$ cat config.mk
export PLATFORM = sky130hd
export DESIGN_NAME = pms_scanner
export DESIGN_NICKNAME = d
export VERILOG_FILES = /design/src/rtl/pms_pkg.sv /design/src/rtl/pms_scanner.sv
export VERILOG_INCLUDE_DIRS = /design/src /design/src/rtl
export SDC_FILE = /design/constraint.sdc
export NUM_CORES = 1
export LEC_CHECK = 0
export ABC_AREA = 1
export BUFFER_PORTS_ARGS = -buffer_cell sky130_fd_sc_hd__buf_2
export CORE_MARGIN = 2
export CORE_UTILIZATION = 40
export CTS_CLUSTER_SIZE = 30
export DETAILED_ROUTE_END_ITERATION = 8
export GPL_ROUTABILITY_DRIVEN = 0
export GPL_TIMING_DRIVEN = 1
export PLACE_DENSITY = 0.69
export SKIP_CTS_REPAIR_TIMING = 1
export SLEW_MARGIN = 30
export SYNTH_ARGS = -nofsm -noshare
export SYNTH_HDL_FRONTEND = slang
export SYNTH_SLANG_ARGS = --single-unit
$ cat constraint.sdc
create_clock -name clk -period 1.55 [get_ports clk]
set_clock_uncertainty 0.1 [all_clocks]
set_input_delay 0.155 -clock clk [delete_from_list [all_inputs] [get_ports clk]]
set_output_delay 0.155 -clock clk [all_outputs]
set_load 0.01 [all_outputs]
$ cat src/rtl/pms_map.svh
`ifndef PMS_MAP_SVH
`define PMS_MAP_SVH
// ==========================================
// Register byte offsets on the AXI4-Lite bus
`define PMS_OFS_CTRL      8'h00
`define PMS_OFS_START     8'h04
`define PMS_OFS_END       8'h08
`define PMS_OFS_CUR       8'h0C
`define PMS_OFS_STATUS    8'h10
`define PMS_OFS_TRIG      8'h14
// ==========================================
// Control register fields
`define PMS_CTRL_EN       0
`define PMS_CTRL_RUN      1
`define PMS_CTRL_MODE_LO  2
`define PMS_CTRL_MODE_HI  3
`define PMS_CTRL_IRQ_PRIORITY_SELECT     4
`define PMS_CTRL_IRQEN    5
// Status register field (write one to clear)
`define PMS_STAT_DONE     0
// ==========================================
// Widths and reset values
`define PMS_AW            16
`define PMS_TRIG_N        4
`define PMS_ADDR_RST      16'h0000
// ==========================================
// AXI responses
`define PMS_RESP_OKAY     2'h0
`define PMS_RESP_SLVERR   2'h2
`endif

$ cat src/rtl/pms_pkg.sv
package pms_pkg;
   // ==========================================
   // Scan modes as coded in the mode field
   typedef enum logic [1:0]
   {
      pms_concurrent = 2'h0,
      pms_burst      = 2'h1,
      pms_peek       = 2'h2,
      pms_triggered  = 2'h3
   } pms_mode_type;
   // ==========================================
   // Sequencer states
   typedef enum logic [1:0] {st_idle, st_arm, st_read, st_load} pms_state_type;
   // ==========================================
   // Entire module state
   typedef struct packed
   {
      pms_state_type st;         // Sequencer state
      logic          en;         // Module enable
      logic          run;        // Scan running
      pms_mode_type  mode;       // Access mode
      logic          irq_priority_select;       // Interrupt priority select
      logic          irq_en;     // Done interrupt enable
      logic [1:0]    trig_sel;   // Trigger source
      logic          done;       // Sticky completion flag
      logic [15:0]   start;      // Scan start address
      logic [15:0]   endad;      // Scan end address
      logic [15:0]   cur;        // Current scan address
      logic [15:0]   data;       // Word handed to the checksum engine
      logic [3:0]    trig_s1;    // Trigger synchroniser stage 1
      logic [3:0]    trig_s2;    // Stage 2
      logic [3:0]    trig_s3;    // Stage 3
      logic [3:0]    trig_f;     // Filtered trigger levels
      logic          trig_seen;  // Trigger-seen flag; only ever cleared, never set
      logic          aw_got;     // Write address held
      logic [7:0]    awaddr;     // Held write address
      logic          w_got;      // Write data held
      logic [31:0]   wdata;      // Held write data
      logic [3:0]    wstrb;      // Held byte strobes
      logic          bvalid;     // Write response pending
      logic [1:0]    bresp;      // Write response code
      logic          rvalid;     // Read data pending
      logic [31:0]   rdata;      // Read data
      logic [1:0]    rresp;      // Read response code
   } pms_state_regs_type;
endpackage

$ cat src/rtl/pms_scanner.sv
// Contract
// - Disable resets scanner state, keeps registers
// - First fetch waits for checksum running, ready
// - Stop at end or unimplemented, flag done
// - Software clearing run aborts, except burst
// - Done flag set after last word loaded
// - Only software clears done; enable gates irq
// - Burst mode stalls core until scan stops
// - Burst scan cannot be aborted by clearing run; only clearing enable stops it
// - Concurrent mode stalls core per access only
// - Triggered mode waits selected trigger rising edge
// - Peek mode uses only core idle flash cycles
// - Burst, priority one: interrupt pauses the burst
// - Non-burst, priority one: suspend during interrupt
// - Burst, priority zero: interrupt held until done
// - Non-burst, priority zero: keep scanning in interrupts
// - Scanner never touches the watchdog
// - Feed words while running and engine wants data
// - Engine ready means input word was consumed
`include "pms_map.svh"
`timescale 1ns/1ns
`default_nettype none
module pms_scanner
   import pms_pkg::*;
(
   input  wire logic                    clk,
   input  wire logic                    rst_n,
   // AXI4-Lite slave
   input  wire logic [7:0]              s_axi_awaddr,
   input  wire logic                    s_axi_awvalid,
   output logic                         s_axi_awready,
   input  wire logic [31:0]             s_axi_wdata,
   input  wire logic [3:0]              s_axi_wstrb,
   input  wire logic                    s_axi_wvalid,
   output logic                         s_axi_wready,
   output logic [1:0]                   s_axi_bresp,
   output logic                         s_axi_bvalid,
   input  wire logic                    s_axi_bready,
   input  wire logic [7:0]              s_axi_araddr,
   input  wire logic                    s_axi_arvalid,
   output logic                         s_axi_arready,
   output logic [31:0]                  s_axi_rdata,
   output logic [1:0]                   s_axi_rresp,
   output logic                         s_axi_rvalid,
   input  wire logic                    s_axi_rready,
   // Flash read port shared with the core
   output logic                         flash_req,
   output logic [`PMS_AW-1:0]           flash_addr,
   input  wire logic [15:0]             flash_rdata,
   input  wire logic                    flash_unimpl,
   input  wire logic                    core_needs_flash,
   input  wire logic                    core_irq_active,
   output logic                         core_stall,
   output logic                         irq_hold,
   // Checksum engine input
   input  wire logic                    checksum_run,
   input  wire logic                    checksum_ready,
   output logic                         checksum_load,
   output logic [15:0]                  checksum_data,
   // Trigger sources from pins
   input  wire logic [`PMS_TRIG_N-1:0]  trig_in,
   // Completion interrupt request
   output logic                         scan_irq
);
   // ==========================================
   // State
   pms_state_regs_type q;        // Registered state
   pms_state_regs_type d;        // Next state
   logic               pause;    // Interrupt has priority over the scan
   logic               grant;    // Flash port may go to the scanner
   logic               fire;     // Flash read taken this cycle
   logic               trig_edge;// Rising edge on the selected trigger
   logic               wr_do;    // Held write is performed now
   logic               clr_done; // Software clears the done flag
   logic               burst_on; // Burst scan in progress

   // ==========================================
   // Byte-lane merge of a write into a register
   function automatic logic [31:0] merge(input logic [31:0] old, input logic [31:0] nw,
                                          input logic [3:0] strb);
      logic [31:0] r;
      r = old;
      for (int i = 0; i < 4; i++)
      begin
         if (strb[i])
         begin
            r[i*8 +: 8] = nw[i*8 +: 8];
         end
      end
      return r;
   endfunction

   // Register read mux; flag bit 32 marks an unmapped offset
   function automatic logic [32:0] rd_mux(input pms_state_regs_type s, input logic [7:0] a);
      logic [32:0] r;
      r = 33'h0;
      unique case (a)
         `PMS_OFS_CTRL:   r[5:0] = {s.irq_en, s.irq_priority_select, s.mode, s.run, s.en};
         `PMS_OFS_START:  r[15:0] = s.start;
         `PMS_OFS_END:    r[15:0] = s.endad;
         `PMS_OFS_CUR:    r[15:0] = s.cur;
         `PMS_OFS_STATUS: r[`PMS_STAT_DONE] = s.done;
         `PMS_OFS_TRIG:   r[1:0] = s.trig_sel;
         default:         r[32] = 1'b1;
      endcase
      return r;
   endfunction

   // ==========================================
   // Bus handshakes come straight from the state
   assign s_axi_awready = !q.aw_got && !q.bvalid;
   assign s_axi_wready  = !q.w_got && !q.bvalid;
   assign s_axi_bvalid  = q.bvalid;
   assign s_axi_bresp   = q.bresp;
   assign s_axi_arready = !q.rvalid;
   assign s_axi_rvalid  = q.rvalid;
   assign s_axi_rdata   = q.rdata;
   assign s_axi_rresp   = q.rresp;

   // ==========================================
   // Flash arbitration and core stall
   assign burst_on   = q.en && q.run && q.st != st_idle && q.mode == pms_burst;
   assign pause      = q.irq_priority_select && core_irq_active;
   // Peek only steals cycles the core leaves free, so its timing is unchanged
   assign grant      = !pause && !(q.mode == pms_peek && core_needs_flash);
   assign fire       = q.en && q.run && q.st == st_read && grant
                       && checksum_run && checksum_ready;
   assign flash_req  = fire;
   assign flash_addr = q.cur;
   // Burst holds the core the whole scan unless an interrupt with priority one pauses it; concurrent and triggered only while accessing, peek never
   assign core_stall = (burst_on && !pause)
                       || (fire && q.mode != pms_peek);
   // With priority zero a burst defers interrupt response to its end
   assign irq_hold   = burst_on && !q.irq_priority_select;
   assign checksum_load = q.st == st_load;
   assign checksum_data = q.data;
   assign scan_irq   = q.done && q.irq_en;
   // No watchdog connection: scan length cannot hide a hung core

   // ==========================================
   // Next-state logic
   always_comb
   begin
      logic [32:0] rd;
      logic [31:0] v;
      rd = 33'h0;
      v  = 32'h00000000;
      d  = q;
      wr_do    = q.aw_got && q.w_got && !q.bvalid;
      clr_done = 1'b0;
      // Trigger filter: level follows once stages two and three agree
      d.trig_s1 = trig_in;
      d.trig_s2 = q.trig_s1;
      d.trig_s3 = q.trig_s2;
      for (int i = 0; i < `PMS_TRIG_N; i++)
      begin
         if (q.trig_s2[i] == q.trig_s3[i])
         begin
            d.trig_f[i] = q.trig_s3[i];
         end
      end
      trig_edge = d.trig_f[q.trig_sel] && !q.trig_f[q.trig_sel];
      // Write address and data may arrive in either order
      if (s_axi_awvalid && s_axi_awready)
      begin
         d.aw_got = 1'b1;
         d.awaddr = s_axi_awaddr;
      end
      if (s_axi_wvalid && s_axi_wready)
      begin
         d.w_got = 1'b1;
         d.wdata = s_axi_wdata;
         d.wstrb = s_axi_wstrb;
      end
      if (q.bvalid && s_axi_bready)
      begin
         d.bvalid = 1'b0;
      end
      // Perform a held write
      if (wr_do)
      begin
         d.aw_got = 1'b0;
         d.w_got  = 1'b0;
         d.bvalid = 1'b1;
         d.bresp  = `PMS_RESP_OKAY;
         unique case (q.awaddr)
            `PMS_OFS_CTRL:
            begin
               v = merge({26'h0, q.irq_en, q.irq_priority_select, q.mode, q.run, q.en}, q.wdata, q.wstrb);
               d.en     = v[`PMS_CTRL_EN];
               d.mode   = pms_mode_type'(v[`PMS_CTRL_MODE_HI:`PMS_CTRL_MODE_LO]);
               d.irq_priority_select   = v[`PMS_CTRL_IRQ_PRIORITY_SELECT];
               d.irq_en = v[`PMS_CTRL_IRQEN];
               // The core is frozen in a burst, so run cannot drop from software
               if (!burst_on)
               begin
                  d.run = v[`PMS_CTRL_RUN];
               end
               else
               begin
                  d.mode = q.mode;
               end
            end
            `PMS_OFS_START:  d.start = 16'(merge({16'h0000, q.start}, q.wdata, q.wstrb));
            `PMS_OFS_END:    d.endad = 16'(merge({16'h0000, q.endad}, q.wdata, q.wstrb));
            `PMS_OFS_STATUS: clr_done = q.wdata[`PMS_STAT_DONE] && q.wstrb[0];
            `PMS_OFS_TRIG:   d.trig_sel = 2'(merge({30'h0, q.trig_sel}, q.wdata, q.wstrb));
            `PMS_OFS_CUR:    d.bresp = `PMS_RESP_OKAY;
            default:         d.bresp = `PMS_RESP_SLVERR;
         endcase
      end
      // Reads answer one cycle after the address is taken
      if (s_axi_arvalid && s_axi_arready)
      begin
         rd      = rd_mux(q, s_axi_araddr);
         d.rvalid = 1'b1;
         d.rdata  = rd[31:0];
         d.rresp  = rd[32] ? `PMS_RESP_SLVERR : `PMS_RESP_OKAY;
      end
      else if (q.rvalid && s_axi_rready)
      begin
         d.rvalid = 1'b0;
      end
      if (clr_done)
      begin
         d.done = 1'b0;
      end
      // Scan sequencer
      unique case (q.st)
         st_idle:
         begin
            if (q.en && q.run)
            begin
               d.cur       = q.start;
               d.trig_seen = 1'b0;
               d.st        = st_arm;
            end
         end
         st_arm:
         begin
            if (q.mode != pms_triggered || q.trig_seen || trig_edge)
            begin
               d.st = st_read;
            end
            else
            begin
               d.trig_seen = 1'b0;
            end
         end
         st_read:
         begin
            if (fire && flash_unimpl)
            begin
               d.run  = 1'b0;
               d.done = 1'b1;
               d.st   = st_idle;
            end
            else if (fire)
            begin
               d.data = flash_rdata;
               d.st   = st_load;
            end
         end
         st_load:
         begin
            d.cur = q.cur + 16'h0001;
            if (q.cur == q.endad)
            begin
               // Hardware end wins over a same-cycle software write
               d.run  = 1'b0;
               d.done = 1'b1;
               d.st   = st_idle;
            end
            else
            begin
               d.st = st_read;
            end
         end
      endcase
      // Abort or disable returns to idle, registers kept; a word already fetched is still handed over
      if (!q.en || (!d.run && d.st != st_load))
      begin
         d.st        = st_idle;
         d.trig_seen = 1'b0;
      end
   end

   // ==========================================
   // State register
   always_ff @(posedge clk)
   begin
      if (!rst_n)
      begin
         q <= '0;
      end
      else
      begin
         q <= d;
      end
   end

   // ==========================================
   // Checks
   property p_crc_gate;
      @(posedge clk) disable iff (!rst_n) flash_req |-> checksum_run && checksum_ready;
   endproperty
   a_crc_gate: assert property (p_crc_gate) else $error("fetch without checksum ready");

   property p_end_stop;
      @(posedge clk) disable iff (!rst_n)
         checksum_load && q.cur == q.endad |=> !q.run && q.done && q.st == st_idle;
   endproperty
   a_end_stop: assert property (p_end_stop) else $error("scan did not stop at end");

   property p_unimpl_stop;
      @(posedge clk) disable iff (!rst_n) flash_req && flash_unimpl |=> !q.run && !checksum_load;
   endproperty
   a_unimpl_stop: assert property (p_unimpl_stop) else $error("unimplemented address loaded");

   property p_load_follows;
      @(posedge clk) disable iff (!rst_n)
         flash_req && !flash_unimpl |=> checksum_load && checksum_data == $past(flash_rdata);
   endproperty
   a_load_follows: assert property (p_load_follows) else $error("word not handed over");

   property p_advance;
      @(posedge clk) disable iff (!rst_n)
         checksum_load && q.run |=> q.cur == $past(q.cur) + 16'h0001;
   endproperty
   a_advance: assert property (p_advance) else $error("address did not advance");

   property p_done_sticky;
      @(posedge clk) disable iff (!rst_n) q.done && !clr_done |=> q.done;
   endproperty
   a_done_sticky: assert property (p_done_sticky) else $error("done flag lost");

   property p_peek_free;
      @(posedge clk) disable iff (!rst_n)
         flash_req && q.mode == pms_peek |-> !core_needs_flash && !core_stall;
   endproperty
   a_peek_free: assert property (p_peek_free) else $error("peek disturbed core");

   property p_suspend;
      @(posedge clk) disable iff (!rst_n) q.irq_priority_select && core_irq_active |-> !flash_req && !core_stall;
   endproperty
   a_suspend: assert property (p_suspend) else $error("scan ran during interrupt");

   property p_burst_hold;
      @(posedge clk) disable iff (!rst_n)
         burst_on && !q.irq_priority_select |-> core_stall && irq_hold;
   endproperty
   a_burst_hold: assert property (p_burst_hold) else $error("burst released core");

   property p_burst_run;
      @(posedge clk) disable iff (!rst_n) burst_on && q.st != st_load && !flash_req |=> q.run;
   endproperty
   a_burst_run: assert property (p_burst_run) else $error("burst aborted");

   property p_disable;
      @(posedge clk) disable iff (!rst_n) !q.en |=> q.st == st_idle;
   endproperty
   a_disable: assert property (p_disable) else $error("disabled scanner active");
endmodule
`default_nettype wire

==> run_results.csv, run 1 <==
group,metric,value,unit
drt,antenna_left,0,
final_layout,fillCellCount,1495,
place,post-dp-hpwl,13700,um
logic_synthesis,yosys.cell_count.top_type,"nand2_1",
place,placed_area,7770,um2
job,drv_cap,0,
setup_path,end_kind,"output port",
logic_synthesis,syn_inst,969,
grt,overflow,0,
timing,timing.fmax,590,MHz
timing,hold_viol,0,
logic_synthesis,synth_top_area_cell,"dfxtp_1",
logic_synthesis,netlist_top_cells_count,"180 x nand2_1, 158 x nor2_1, 139 x dfxtp_1",
drt,drt_iter0_drc,451,
setup_path,crit_fanout,3,
die,start_util,40.9,%
timing,layout_worst_path_cycle_share,109,%
setup_path,cp-start-kind,"flip-flop",
clock_network,clockRootBuffer,"clkbuf_16",
pwr,p_leak,4.11,nW
final_layout,drive_above_1_share,29.2,%
logic_synthesis,avgSynthCellArea,6.98,um2
final_layout,num_antenna_cells,0,
clock_network,clk_latency,430,ps
timing,setup_viol,9,
drt,dr.pass1.iters,5,
grt,grt_pass1_vias,6114,
timing,hold_ws,51.9,ps
die,core_area,16500,um2
final_layout,syn_to_final_growth,36.2,%
pwr,peakVddDrop,0.000775,V
min_path,hold_class,"in2reg",
drt,vias,6820,
pwr,p_total,0.00874,W
clock_network,tritoncts,"built",
setup_path,arrival,1440,ps
final_layout,fin_cells,1408,
die,die-area,18000,um2
pwr,powerDensity,949,nW/um2
logic_synthesis,seq_area_frac_synth,41.2,%
pwr,power_frac_clock,48.4,%
timing,rsz0062_at_grt,"yes",
logic_synthesis,synth_area,6760,um2
drt,vias_per_cell,4.84,
grt,antenna_found_initial,0,
drt,routedWlPerCell,13.8,um
grt,grt_util_all_layers,20.9,%
logic_synthesis,synth_flop_cell,"dfxtp_1",
drt,drcViolationCount,0,
final_layout,final_util,55.7,%
pwr,seqPwrFrac,42.8,%
pwr,power_frac_comb,8.8,%
pwr,intPower,0.00659,W
grt,use_met1,28.3,%
logic_synthesis,yosys-top-cells-area,"dfxtp_1 41%, nand2_1 10%, nor2_1 8.8%",
clock_network,cts_made_buffers,17,
place,placedCellCount,1318,
logic_synthesis,async_flop_share,0,%
outcome,status,"complete, but fails checks",
grt,gr-usage-met3,6.16,%
timing,fin_ws,-144,ps
clock_network,cts_sinks,139,
pwr,p_sw,0.00215,W
grt,grt_pass1_wl,29800,um
die,rows,47,
die,die_h,134,um
grt,grt_busiest_layer,"met2",
logic_synthesis,ys_types,41,
logic_synthesis,ys_ff_latch,139,
clock_network,htree_levels,4,
logic_synthesis,synth_edf_count,0,
timing,min_period,1690,ps
setup_path,required,1290,ps
timing,slew_violations,0,
grt,use_met2,32.3,%
drt,drt-total-wl,19400,um
setup_path,crit_type,"reg2out",
place,numPortBuffers,125,
clock_network,clk_path_buf_depth,2,
logic_synthesis,yosys_warnings,0,
die,io_pins,162,
logic_synthesis,synth_top_area_share,41.2,%
die,fp.dieW,134,um
final_layout,nNetsFinal,1260,
clock_network,path_clk_slew,60,ps
pwr,p_sw_share,24.7,%
final_layout,fin_area,9210,um2
outcome,violations,"negative setup slack",
grt,grt_max_degree,56,
[routing by layer]
metal	up-vias	share of wire, %
li1	3482	-
met1	3078	46
met2	239	45
met3	21	7.1
met4	0	1.4
met5	-	0
[area by class of cell]
class	count	area [um2]	area share, %
Inverter	90	353	3.83
Timing Repair Buffer	270	1930	21.0
Clock inverter	15	186	2.02
Sequential cell	139	2810	30.5
Tap cell	220	275	2.99
Clock buffer	17	425	4.62
Multi-Input combinational cell	657	3220	35.0
[cells in the final DEF, fill, tap and decap left out, types with 27 or more instances in the layout]
cell type,n
a21oi_1,66
nand3_1,29
nand2_1,173
dlygate4sd3_1,49
o21ai_0,91
inv_1,70
buf_2,125
buf_4,85
nor2_1,150
o21ai_1,27
dfxtp_1,122
[path summary, 6_finish.rpt]
check	slack, ps	end	cells past startpoint	from
setup / recovery	-140	core_stall	7	q[175]
hold / removal	50	q[165]	3	flash_unimpl
setup reg to reg	-40	flash_addr[2]	7	q[174]
hold reg to reg	310	d[92]	2	d[96]
[worst max-delay path: stages, from the launching register on]
cell     delay (ps)
dfxtp_2         340
inv_2            60
nor2_4           90
nand3_2          80
nor2_2          130
nand2_2          80
o21ai_1         110
buf_2           140
[state kept, by name, summed over array words and instances (netlist names)]
register / cells
s_axi_rvalid: 1
s_axi_bvalid: 1
d: 8
q: 79
s_axi_rdata: 16
checksum_data: 16
s_axi_rresp: 1
flash_addr: 16
s_axi_bresp: 1
[power groups by stage]
stage / clock network [W] / logic, W / registers [W]
finish: 0.00423 / 0.000768 / 0.00374
global route: 0.00447 / 0.000855 / 0.00376
CTS: 0.00429 / 0.000590 / 0.00374
detailed placement: 0 / 0.000585 / 0.00382
global placement: 0 / 0.000577 / 0.00382
floorplan: 0 / 0.000373 / 0.00380
[through the flow]
stage          setup slack [ps]  setup TNS [ps]
6_report                   -144            -486
5_1_grt                    -228           -2390
4_1_cts                    -494           -3290
3_5_place_dp               -134           -1470
3_3_place_gp              -91.3            -265
2_1_floorplan              33.5               0
[kinds of logic after synthesis]
kind of cell / share of synthesized area [%]
adder cells (fa/ha/maj): 0.185
AO/OA/AOI/OAI: 16.2
other: 0.0555
AND/OR/NAND/NOR: 27.2
flip-flops: 41.2
XOR/XNOR: 0.259
buffers and inverters: 14.9
Note: power is estimated with default switching activity, not from simulation.
==> run 2, diff against run 1 <==
--- a/config.mk
+++ b/config.mk
@@ -6,7 +6,6 @@
 export SDC_FILE = /design/constraint.sdc
 export NUM_CORES = 1
 export LEC_CHECK = 0
-export ABC_AREA = 1
 export BUFFER_PORTS_ARGS = -buffer_cell sky130_fd_sc_hd__buf_2
 export CORE_MARGIN = 2
 export CORE_UTILIZATION = 40
@@ -14,7 +13,8 @@
 export DETAILED_ROUTE_END_ITERATION = 8
 export GPL_ROUTABILITY_DRIVEN = 0
 export GPL_TIMING_DRIVEN = 1
-export PLACE_DENSITY = 0.69
+export PLACE_DENSITY = 0.67
+export SETUP_SLACK_MARGIN = 0.3
 export SKIP_CTS_REPAIR_TIMING = 1
 export SLEW_MARGIN = 30
 export SYNTH_ARGS = -nofsm -noshare
==> constraint.sdc (replaced) <==
create_clock -name clk -period 1.56 [get_ports clk]
set_clock_uncertainty 0.1 [all_clocks]
set_input_delay 0.156 -clock clk [delete_from_list [all_inputs] [get_ports clk]]
set_output_delay 0.156 -clock clk [all_outputs]
set_load 0.01 [all_outputs]
==> run_results.csv, run 2 <==
group,metric,value,unit
timing,hold_viol,0,
logic_synthesis,yosys.cell_count.top_type,"dfxtp_1",
pwr,power_frac_clock,48.4,%
drt,drcViolationCount,0,
die,core_area,15900,um2
timing,timing.fmax,500,MHz
logic_synthesis,syn_inst,760,
pwr,intPower,0.00650,W
die,start_util,41.0,%
job,drv_cap,0,
final_layout,drive_above_1_share,45.9,%
timing,hold_ws,24.9,ps
clock_network,cts_sinks,139,
drt,drt_iter0_drc,409,
timing,setup_viol,81,
logic_synthesis,yosys_warnings,0,
logic_synthesis,yosys-top-cells-area,"dfxtp_1 43%, buf_4 7.8%, nand2_1 7.1%",
min_path,hold_class,"in2reg",
pwr,powerDensity,837,nW/um2
setup_path,max_stage_delay,570,ps
setup_path,required,1820,ps
drt,drt-total-wl,19800,um
setup_path,arrival,2260,ps
timing,setup_tns,-22850,ps
drt,vias,6315,
logic_synthesis,synth_top_area_cell,"dfxtp_1",
drt,topRoutingLayerUsed,"met4",
die,die_h,132,um
logic_synthesis,synth_flop_cell,"dfxtp_1",
drt,wl_met3,1040,um
die,die-area,17400,um2
clock_network,htree_levels,4,
final_layout,fillCellCount,1311,
clock_network,clockRootBuffer,"clkbuf_16",
setup_path,critical_path_buf_inv_count,1,
die,io_pins,162,
final_layout,nNetsFinal,1103,
pwr,power_frac_comb,8.7,%
timing,rsz0062_at_grt,"yes",
grt,grt_pass1_vias,5534,
logic_synthesis,async_flop_share,0,%
drt,vias_per_cell,5.06,
place,numPortBuffers,125,
clock_network,cts_made_buffers,17,
place,post-dp-hpwl,13100,um
pwr,p_leak,4.58,nW
drt,antenna_left,0,
final_layout,mostFrequentLayoutCells,"109 x dfxtp_1, 99 x buf_2, 96 x nand2_1, 95 x buf_4, 70 x buf_6",
drt,wl_met2,9430,um
timing,min_period,2000,ps
pwr,p_sw_share,24.1,%
final_layout,num_antenna_cells,0,
grt,grt_pass1_wl,28100,um
setup_path,path_delay_family,"simple AND/OR/NAND/NOR gates",
timing,slew_violations,0,
pwr,p_sw,0.00206,W
setup_path,crit_type,"reg2reg",
outcome,status,"complete, but fails checks",
setup_path,end_kind,"flip-flop",
setup_path,cpMaxStageDelayCell,"or4_4",
final_layout,syn_to_final_growth,56.4,%
drt,dr.pass1.iters,5,
pwr,seqPwrFrac,42.9,%
logic_synthesis,synth_area,6540,um2
logic_synthesis,synth_top_area_share,42.6,%
timing,fin_ws,-438,ps
clock_network,path_clk_slew,60,ps
drt,wl_met1,8820,um
clock_network,clk_latency,440,ps
drt,routedWlPerCell,15.8,um
setup_path,cp_cell_sequence,"or4_4 > nor4_4 > buf_6 > nand3_4 > mux2_4 > nor2_1",
final_layout,final_util,64.1,%
logic_synthesis,synth_edf_count,0,
final_layout,largest_reg_flops,79,
die,fp.dieW,132,um
grt,antenna_found_initial,0,
logic_synthesis,avgSynthCellArea,8.60,um2
timing,layout_worst_path_cycle_share,128,%
die,rows,46,
logic_synthesis,seq_area_frac_synth,42.6,%
logic_synthesis,ys_types,67,
final_layout,regMostFlops,"q",
clock_network,tritoncts,"built",
pwr,peakVddDrop,0.000871,V
grt,overflow,0,
setup_path,cp-start-kind,"flip-flop",
grt,grt_util_all_layers,20.1,%
logic_synthesis,ys_ff_latch,139,
setup_path,crit_fanout,7,
clock_network,clk_path_buf_depth,2,
final_layout,final_common_cell,"dfxtp_1",
logic_synthesis,netlist_top_cells_count,"139 x dfxtp_1, 124 x nand2_1, 68 x buf_4",
outcome,violations,"negative setup slack",
grt,grt_max_degree,84,
## run 2: final timing paths
check | from | endpoint | slack [ps] | cells after the start
min reg2reg | d[96] | d[92] | 330 | 1
max reg2reg | q[76] | q[171] | -440 | 6
max | q[76] | q[171] | -440 | 6
min | s_axi_awvalid | q[80] | 20 | 4
## run 2: metal layers
layer	track usage (%)	vias to the layer above
li1	-	3099
met4	5.68	0
met3	5.46	47
met5	0	-
met2	31.1	197
met1	27.7	2972
## run 2: cell families (layout without fill, tap and decap cells)
| kind of cell | count (synthesis) | after routing | synth area share (%) |
|---|---|---|---|
| mux | 55 | 55 | 8.73 |
| simple gates | 280 | 281 | 21.3 |
| compound gates | 150 | 150 | 14.3 |
| flops | 139 | 139 | 42.6 |
| buf+inv | 118 | 371 | 10.8 |
| fa+ha+maj | 1 | 1 | 0.191 |
| other cells | 1 | 18 | 0.0574 |
| xor+xnor | 16 | 16 | 2.14 |
## run 2: per-stage QoR
stage                     instance area [um2]  setup WS (ps)  std cells  power (W)
after floorplan                          6900           -432        777    0.00408
after global placement                   8020           -352       1127    0.00430
after detailed placement                 8020           -388       1127    0.00430
after CTS                                8620           -511       1159    0.00841
after global routing                    10200           -519       1247    0.00884
final                                   10200           -438       1247    0.00855
## run 2: cell type report
type	count	area, um2	area share [%]
inverters	11	46.3	0.453
well taps	216	270	2.64
repair buffers	328	2780	27.2
clock buffers	19	433	4.23
flip-flops and latches	139	2850	27.9
multi-input cells	521	3680	36.0
clock inverters	13	168	1.64
## run 2: power by group through the flow
stage	Clock, W	Sequential (W)	Combinational [W]
CTS	0.00418	0.00368	0.000545
global route	0.00435	0.00368	0.000805
floorplan	0	0.00375	0.000334
global placement	0	0.00376	0.000539
finish	0.00414	0.00367	0.000741
detailed placement	0	0.00376	0.000541
## run 2: worst min-delay path, cell delays in order
cell,delay [ps]
buf_2,110
nand2_2,100
nand2_1,90
a21oi_1,50
